File: config.mk
export PLATFORM = sky130hd
export DESIGN_NAME = quart_host_strobe_irq_ctrl_flat
export DESIGN_NICKNAME = d
export VERILOG_FILES = /design/src/logic/quart_bus_pkg.sv /design/src/logic/quart_bus_if.sv /design/src/logic/quart_host_strobe_irq_ctrl.sv /design/src/flat_wrapper.sv
export SDC_FILE = /design/constraint.sdc
export NUM_CORES = 1
export LEC_CHECK = 0
export ABC_AREA = 1
export BUFFER_PORTS_ARGS = -buffer_cell sky130_fd_sc_hd__buf_4
export CAP_MARGIN = 40
export CELL_PAD_IN_SITES_DETAIL_PLACEMENT = 0
export CELL_PAD_IN_SITES_GLOBAL_PLACEMENT = 1
export CORE_UTILIZATION = 41
export CTS_BUF_LIST = sky130_fd_sc_hd__clkbuf_8
export DETAILED_ROUTE_END_ITERATION = 16
export PLACE_DENSITY_LB_ADDON = 0.1
export SETUP_SLACK_MARGIN = 0.1
export SLEW_MARGIN = 10
export SYNTH_ARGS = -nofsm -noshare
export SYNTH_HDL_FRONTEND = slang
export SYNTH_SLANG_ARGS = --single-unit
File: constraint.sdc
create_clock -name clk_sys -period 1.6 [get_ports clk_sys]
set_clock_uncertainty 0.2 [all_clocks]
set_input_delay 0.32 -clock clk_sys [delete_from_list [all_inputs] [get_ports clk_sys]]
set_output_delay 0.32 -clock clk_sys [all_outputs]
set_load 0.005 [all_outputs]
File: src/logic/quart_bus_pkg.sv
package quart_bus_pkg;
    localparam int CHANNELS   = 4;
    localparam int ADDR_W     = 3;
    localparam int DATA_W     = 8;
    localparam int REGS       = 8;
    // bus style select level: high = strobe style, low = alternate
    localparam logic MODE_STROBE = 1'b1;
    localparam logic MODE_ALT    = 1'b0;
    // position of the interrupt output gate bit in each channel's modem control register
    localparam int GATE_REG   = 4;
    localparam int GATE_BIT   = 3;
    localparam int IRQ_EN_REG = 1;
    localparam logic [7:0] REG_RESET = 8'h00;
    typedef enum logic [1:0] {
        HOST_IDLE,
        HOST_ACTIVE,
        HOST_RELEASE
    } host_state_t;
endpackage

File: src/logic/quart_bus_if.sv
`timescale 1ns/10ps
interface quart_bus_if;
    logic       bus_style;
    logic       interrupt_output_select;
    logic       read_strobe_n;
    logic       write_strobe_n;
    logic [3:0] chip_select_n;
    logic [2:0] addr;
    logic [7:0] data_from_host;
    logic       data_from_host_oe_n;
    logic [7:0] data_from_dev;
    logic       data_from_dev_oe_n;
    logic [3:0] chan_irq_out;
    logic [3:0] chan_irq_oe_n;
    logic       shared_irq_out;
    logic       shared_irq_oe_n;
    modport dev (
        input  bus_style, interrupt_output_select, read_strobe_n, write_strobe_n,
        input  chip_select_n, addr, data_from_host, data_from_host_oe_n,
        output data_from_dev, data_from_dev_oe_n, chan_irq_out, chan_irq_oe_n,
        output shared_irq_out, shared_irq_oe_n
    );
    modport host (
        output bus_style, interrupt_output_select, read_strobe_n, write_strobe_n,
        output chip_select_n, addr, data_from_host, data_from_host_oe_n,
        input  data_from_dev, data_from_dev_oe_n, chan_irq_out, chan_irq_oe_n,
        input  shared_irq_out, shared_irq_oe_n
    );
endinterface

File: src/logic/quart_host_strobe_irq_ctrl.sv
// What this block does
// - select high forces interrupt outputs enabled
// - select low lets gate bit enable outputs
// - select active high, defaults low
// - select ignored in alternate bus mode
// - read strobe low drives addressed register
// - write strobe low captures bus into register
// - alternate mode: write strobe is direction
// - alternate mode: channel requests ORed together
// - alternate mode: shared request low when enabled condition pending
// - alternate mode: shared request only pulls low, else floats
// - host polls channels to find requester
// - strobe mode: shared pin is first channel output
// - bus style low alternate, high strobe
// - channel output needs gate, enable, condition
`timescale 1ns/10ps
module quart_host_strobe_irq_ctrl #(
    parameter int CHANNELS = quart_bus_pkg::CHANNELS
) (
    input  wire logic                clk_sys,
    input  wire logic                rst,
    quart_bus_if.dev                 bus,
    input  wire logic [CHANNELS-1:0] chan_condition,
    output logic [CHANNELS-1:0][7:0] chan_irq_enable_reg,
    output logic [CHANNELS-1:0]      chan_gate_bit
);
    logic [7:0] regs      [CHANNELS][quart_bus_pkg::REGS];
    logic [7:0] next_regs [CHANNELS][quart_bus_pkg::REGS];
    logic [7:0]          data_out;
    logic [7:0]          next_data_out;
    logic                data_oe_n;
    logic                next_data_oe_n;
    logic [CHANNELS-1:0] irq_val;
    logic [CHANNELS-1:0] next_irq_val;
    logic [CHANNELS-1:0] irq_oe_n;
    logic [CHANNELS-1:0] next_irq_oe_n;
    logic                shr_val;
    logic                next_shr_val;
    logic                shr_oe_n;
    logic                next_shr_oe_n;
    logic                wr_d;
    logic                next_wr_d;
    logic                strobe_mode;
    logic                sel;
    logic                rd_req;
    logic                wr_req;
    logic [CHANNELS-1:0] pend;

    function automatic logic chan_hit(input logic [3:0] cs_n, input int ch);
        chan_hit = !cs_n[ch];
    endfunction

    // any set enable bit lets the condition through
    function automatic logic irq_enabled(input logic [7:0] en);
        irq_enabled = (en != 8'h00);
    endfunction

    always_comb begin
        strobe_mode = (bus.bus_style == quart_bus_pkg::MODE_STROBE);
        // an undriven select reads as unknown and is taken as low
        sel = strobe_mode && (bus.interrupt_output_select === 1'b1);
    end

    // alternate mode: write strobe is r/w (1 read, 0 write), read strobe low qualifies
    always_comb begin
        if (strobe_mode) begin
            rd_req = !bus.read_strobe_n;
            wr_req = !bus.write_strobe_n;
        end else begin
            rd_req = !bus.read_strobe_n && bus.write_strobe_n;
            wr_req = !bus.read_strobe_n && !bus.write_strobe_n;
        end
    end

    // a held strobe writes once: only its first cycle counts
    always_comb begin
        next_wr_d = wr_req;
    end

    always_ff @(posedge clk_sys) begin
        if (rst) begin
            wr_d <= 1'b0;
        end else begin
            wr_d <= next_wr_d;
        end
    end

    always_comb begin
        next_regs = regs;
        for (int c = 0; c < CHANNELS; c++) begin
            if (chan_hit(bus.chip_select_n, c) && wr_req && !wr_d) begin
                next_regs[c][bus.addr] = bus.data_from_host;
            end
        end
    end

    // reset clears every register of every channel, gate bits included
    always_ff @(posedge clk_sys) begin
        if (rst) begin
            for (int c = 0; c < CHANNELS; c++) begin
                for (int r = 0; r < quart_bus_pkg::REGS; r++) begin
                    regs[c][r] <= quart_bus_pkg::REG_RESET;
                end
            end
        end else begin
            regs <= next_regs;
        end
    end

    // only a selected channel answers; without a chip select the bus stays undriven
    always_comb begin
        next_data_out = 8'h00;
        next_data_oe_n = 1'b1;
        for (int c = 0; c < CHANNELS; c++) begin
            if (chan_hit(bus.chip_select_n, c) && rd_req) begin
                next_data_out = regs[c][bus.addr];
                next_data_oe_n = 1'b0;
            end
        end
    end

    always_ff @(posedge clk_sys) begin
        if (rst) begin
            data_out <= 8'h00;
            data_oe_n <= 1'b1;
        end else begin
            data_out <= next_data_out;
            data_oe_n <= next_data_oe_n;
        end
    end

    always_comb begin
        for (int c = 0; c < CHANNELS; c++) begin
            pend[c] = chan_condition[c] && irq_enabled(regs[c][quart_bus_pkg::IRQ_EN_REG]);
            next_irq_val[c] = pend[c];
        end
    end

    always_ff @(posedge clk_sys) begin
        if (rst) begin
            irq_val <= '0;
        end else begin
            irq_val <= next_irq_val;
        end
    end

    // select high overrides the gate bit; both are dead in alternate mode
    always_comb begin
        for (int c = 0; c < CHANNELS; c++) begin
            next_irq_oe_n[c] = !(strobe_mode &&
                (sel || regs[c][quart_bus_pkg::GATE_REG][quart_bus_pkg::GATE_BIT]));
        end
    end

    // enables leave reset off so no pin is driven before software asks
    always_ff @(posedge clk_sys) begin
        if (rst) begin
            irq_oe_n <= '1;
        end else begin
            irq_oe_n <= next_irq_oe_n;
        end
    end

    always_comb begin
        if (strobe_mode) begin
            next_shr_val = next_irq_val[0];
            next_shr_oe_n = next_irq_oe_n[0];
        end else begin
            // only ever pulls low; the high level is left to an outside pull-up
            next_shr_val = 1'b0;
            next_shr_oe_n = !(|pend);
        end
    end

    always_ff @(posedge clk_sys) begin
        if (rst) begin
            shr_val <= 1'b0;
        end else begin
            shr_val <= next_shr_val;
        end
    end

    always_ff @(posedge clk_sys) begin
        if (rst) begin
            shr_oe_n <= 1'b1;
        end else begin
            shr_oe_n <= next_shr_oe_n;
        end
    end

    always_comb begin
        bus.data_from_dev = data_out;
        bus.data_from_dev_oe_n = data_oe_n;
        // channel 0 has no pin of its own: it leaves by the shared pin
        bus.chan_irq_out = {irq_val[3:1], 1'b0};
        bus.chan_irq_oe_n = {irq_oe_n[3:1], 1'b1};
        bus.shared_irq_out = shr_val;
        bus.shared_irq_oe_n = shr_oe_n;
    end

    // register view for the datapath side, straight from the register flops
    always_comb begin
        for (int c = 0; c < CHANNELS; c++) begin
            chan_irq_enable_reg[c] = regs[c][quart_bus_pkg::IRQ_EN_REG];
            chan_gate_bit[c] = regs[c][quart_bus_pkg::GATE_REG][quart_bus_pkg::GATE_BIT];
        end
    end
endmodule

File: src/flat_wrapper.sv
// flat-port wrapper written by rule: the top's interface ports become plain ports
module quart_host_strobe_irq_ctrl_flat 
#(
    parameter int CHANNELS = quart_bus_pkg::CHANNELS
)
  (clk_sys, rst, chan_condition, chan_irq_enable_reg, chan_gate_bit, bus_bus_style, bus_interrupt_output_select, bus_read_strobe_n, bus_write_strobe_n, bus_chip_select_n, bus_addr, bus_data_from_host, bus_data_from_host_oe_n, bus_data_from_dev, bus_data_from_dev_oe_n, bus_chan_irq_out, bus_chan_irq_oe_n, bus_shared_irq_out, bus_shared_irq_oe_n);
  quart_bus_if bus_i ();
  input  wire logic clk_sys;
  input  wire logic rst;
  input  wire logic [CHANNELS-1:0] chan_condition;
  output logic [CHANNELS-1:0][7:0] chan_irq_enable_reg;
  output logic [CHANNELS-1:0] chan_gate_bit;
  input wire logic [$bits(bus_i.bus_style)-1:0] bus_bus_style;
  input wire logic [$bits(bus_i.interrupt_output_select)-1:0] bus_interrupt_output_select;
  input wire logic [$bits(bus_i.read_strobe_n)-1:0] bus_read_strobe_n;
  input wire logic [$bits(bus_i.write_strobe_n)-1:0] bus_write_strobe_n;
  input wire logic [$bits(bus_i.chip_select_n)-1:0] bus_chip_select_n;
  input wire logic [$bits(bus_i.addr)-1:0] bus_addr;
  input wire logic [$bits(bus_i.data_from_host)-1:0] bus_data_from_host;
  input wire logic [$bits(bus_i.data_from_host_oe_n)-1:0] bus_data_from_host_oe_n;
  output wire logic [$bits(bus_i.data_from_dev)-1:0] bus_data_from_dev;
  output wire logic [$bits(bus_i.data_from_dev_oe_n)-1:0] bus_data_from_dev_oe_n;
  output wire logic [$bits(bus_i.chan_irq_out)-1:0] bus_chan_irq_out;
  output wire logic [$bits(bus_i.chan_irq_oe_n)-1:0] bus_chan_irq_oe_n;
  output wire logic [$bits(bus_i.shared_irq_out)-1:0] bus_shared_irq_out;
  output wire logic [$bits(bus_i.shared_irq_oe_n)-1:0] bus_shared_irq_oe_n;
  assign bus_i.bus_style = bus_bus_style;
  assign bus_i.interrupt_output_select = bus_interrupt_output_select;
  assign bus_i.read_strobe_n = bus_read_strobe_n;
  assign bus_i.write_strobe_n = bus_write_strobe_n;
  assign bus_i.chip_select_n = bus_chip_select_n;
  assign bus_i.addr = bus_addr;
  assign bus_i.data_from_host = bus_data_from_host;
  assign bus_i.data_from_host_oe_n = bus_data_from_host_oe_n;
  assign bus_data_from_dev = bus_i.data_from_dev;
  assign bus_data_from_dev_oe_n = bus_i.data_from_dev_oe_n;
  assign bus_chan_irq_out = bus_i.chan_irq_out;
  assign bus_chan_irq_oe_n = bus_i.chan_irq_oe_n;
  assign bus_shared_irq_out = bus_i.shared_irq_out;
  assign bus_shared_irq_oe_n = bus_i.shared_irq_oe_n;
  quart_host_strobe_irq_ctrl #(.CHANNELS(CHANNELS)) u_core (.clk_sys(clk_sys), .rst(rst), .bus(bus_i), .chan_condition(chan_condition), .chan_irq_enable_reg(chan_irq_enable_reg), .chan_gate_bit(chan_gate_bit));
endmodule
==> summary.txt <==
Global route
  • Global-route wire length before repair: 67500 um
  • Grt ovf: 0
  • Vias in the first global route: 12000
  • Largest net degree at the start of global routing: 48
  • Total GRT Usage: 0.278
  • Antenna violations before repair: 0

STA
  • Max-slew headroom: 0.622
  • Unrepaired setup endpoints after global routing: true
  • Hold Vio Cnt, Final: 0
  • Setup TNS: -3.40 ns
  • Fmax: 595 MHz
  • Final number of setup-violating endpoints: 94
  • Post-layout min period: 1.68 ns
  • Max-slew violations: 0
  • Fin worst setup slack: -0.0812 ns
  • Least-Margin Pin Slew: 0.565 ns
  • Final cycle utilization of the critical path: 1.05

Layout
  • Area of the multi-input gates: 6500 um2
  • Commonest cells after routing, fill and taps aside: 507 x nand2_1, 229 x dfxtp_1, 213 x nor2_1
  • Nets: 2140
  • N_diodes: 0
  • Area growth, synth to finish: 35.6%
  • Share of layout cells above drive strength 1: 0.273
  • FILL cells: 3031
  • Non-Filler Instances: 2541
  • Commonest non-fill, non-tap cell in the layout: nand2_1
  • Largest register FFs: 220
  • Register Area: 5560 um2
  • Post-route cell area: 17200 um2

Detailed routing
  • Metal3 WL: 2310 um
  • Routed wire length: 45000 um
  • Metal2 WL: 21400 um
  • Vias: 12800
  • Via density per instance: 5.06
  • Drt drc: 0
  • 1st-pass router iterations: 5
  • Detail Route Antenna Nets: 0
  • Wl on met1: 19800 um
  • Routed WL per cell: 17.7 um
  • DRT iter0 DRCs: 764
  • Top Metal Used: met4

Floorplan
  • Starting Density: 0.416
  • Io pins: 81
  • Die width: 178 um
  • Core area: 30500 um2
  • Num rows: 64
  • DIE AREA: 31600 um2
  • DIE HEIGHT: 178 um

Placement
  • Placer Congestion: 0.830
  • HPWL Detailed: 28200 um
  • Placed Cells: 2396
  • Buffers on Ports: 77
  • Placed instance area: 14400 um2

Pwr
  • Peak supply drop: 0.766 mV
  • Total leakage power: 0.00765 uW
  • Power Dens Cells: 895 nW/um2

Outcome
  • Outcome: finished with violations
  • Violated checks: setup timing

Logic synthesis
  • Unique masters post-synth: 22
  • Post-Syn Area per Cell: 6.56 um2
  • Sequential area share after synthesis: 0.433
  • Mapped Area: 12700 um2
  • Synth Instances: 1933
  • Syn Nets: 1959
  • #FFs+latches synth: 274
  • YS warnings: 0

Worst setup path
  • R2R Setup Slk: -0.08 ns
  • Worst Path Arrival: 1.99 ns
  • Crit. End Element: register
  • CP Launch Type: register
  • Crit Path Class: reg2reg
  • Critical Path RT: 1.91 ns
  • Crit path max fanout: 5

Clock network
  • H-tree Lvls: 2
  • Inserted Clock Buffers: 50
  • Clock root buffer: clkbuf_8
  • Worst skew pair latency: 0.58 ns
  • CTS tree: done
  • Clock Tree Buf Depth: 3
  • Clock Sinks: 274
  • Reg clk slew, reported paths: 0.06 ns

Min path
  • Min-delay worst type: in2reg

Flow run
  • Max Cap Viol: 0
## where the power goes
| group | switching, uW | internal [uW] | leakage (uW) |
|---|---|---|---|
| Combinational | 1110 | 691 | 0.00486 |
| Clock | 2970 | 3610 | 0.000557 |
| Sequential | 55.6 | 6940 | 0.00224 |
## logic make-up after synthesis
| logic type | synth area share |
|---|---|
| buffers and inverters | 0.118 |
| DFF | 0.433 |
| AOI/OAI and AO/OA | 0.179 |
| and+or+nand+nor | 0.271 |
| other | 0.000592 |
## cell type report
type	instances	share of cell area
multi-input combinational	1319	0.378
sequential	274	0.323
timing repair buffer	275	0.167
clock buffer	62	0.0496
inverter	194	0.0472
tap	396	0.0288
clock inverter	21	0.00655
## cell usage after synthesis
cell type	instances	area, um2
nor2_1	237	890
nand3_1	73	365
inv_2	16	60.1
o21a_1	3	22.5
nor3_1	1	5.00
buf_1	6	22.5
o21ai_0	274	1370
a21oi_1	159	796
a21oi_2	1	8.76
buf_4	39	293
nand4_1	5	31.3
dfxtp_1	274	5490
nor2_2	11	68.8
o211a_1	1	10.0
nand2_1	529	1990
buf_2	42	210
nor2_4	7	78.8
clkbuf_1	63	236
o21ai_1	11	55.1
inv_1	178	668
conb_1	2	7.51
nand3b_1	1	7.51
## final timing paths
kind                             start                             to  cells after the start
setup reg to reg           u_core.wr_d               u_core.regs[100]                      8
hold / removal    bus_chip_select_n[1]  u_core.bus.data_from_dev_oe_n                      3
setup / recovery           u_core.wr_d               u_core.regs[100]                      8
hold reg to reg       u_core.regs[138]               u_core.regs[138]                      2
## per-layer routing
metal  global-route usage  vias up
met2                0.472      334
li1                     -     6452
met3               0.0338       96
met4               0.0912        0
met5                    0        -
met1                0.363     5966
## through the flow
stage          setup WS [ns]  hold slack [ns]   util  total power [uW]
6_report             -0.0812           0.0458  0.564             15400
5_1_grt               -0.186           0.0686  0.564             16000
4_1_cts              -0.0668          -0.0551  0.534             15300
3_5_place_dp          -0.434            0.239  0.473              8640
3_3_place_gp          -0.399            0.232  0.473              8630
2_1_floorplan        -0.0274            0.220      -              7990
## timing repair
| action | in CTS | in global routing |
|---|---|---|
| setup endpoints to repair | 302 | 319 |
| setup buffers | 27 | 8 |
| hold buffers | 17 | 1 |
| gates cloned | 0 | 11 |
| gates resized for setup | 212 | 305 |
| pin swaps | 27 | 63 |
| endpoints found under the hold margin | 34 | 1 |
## worst max-delay path, cell delays in order (launching register included)
cell        delay [ns]
dfxtp_2           0.32
nor2_2            0.08
inv_2             0.09
nor2_4            0.16
clkinvlp_4        0.22
nor2_4            0.24
buf_6             0.15
o21ai_0           0.07
nor2_1            0.09
Note: power is estimated with default switching activity, not from simulation.
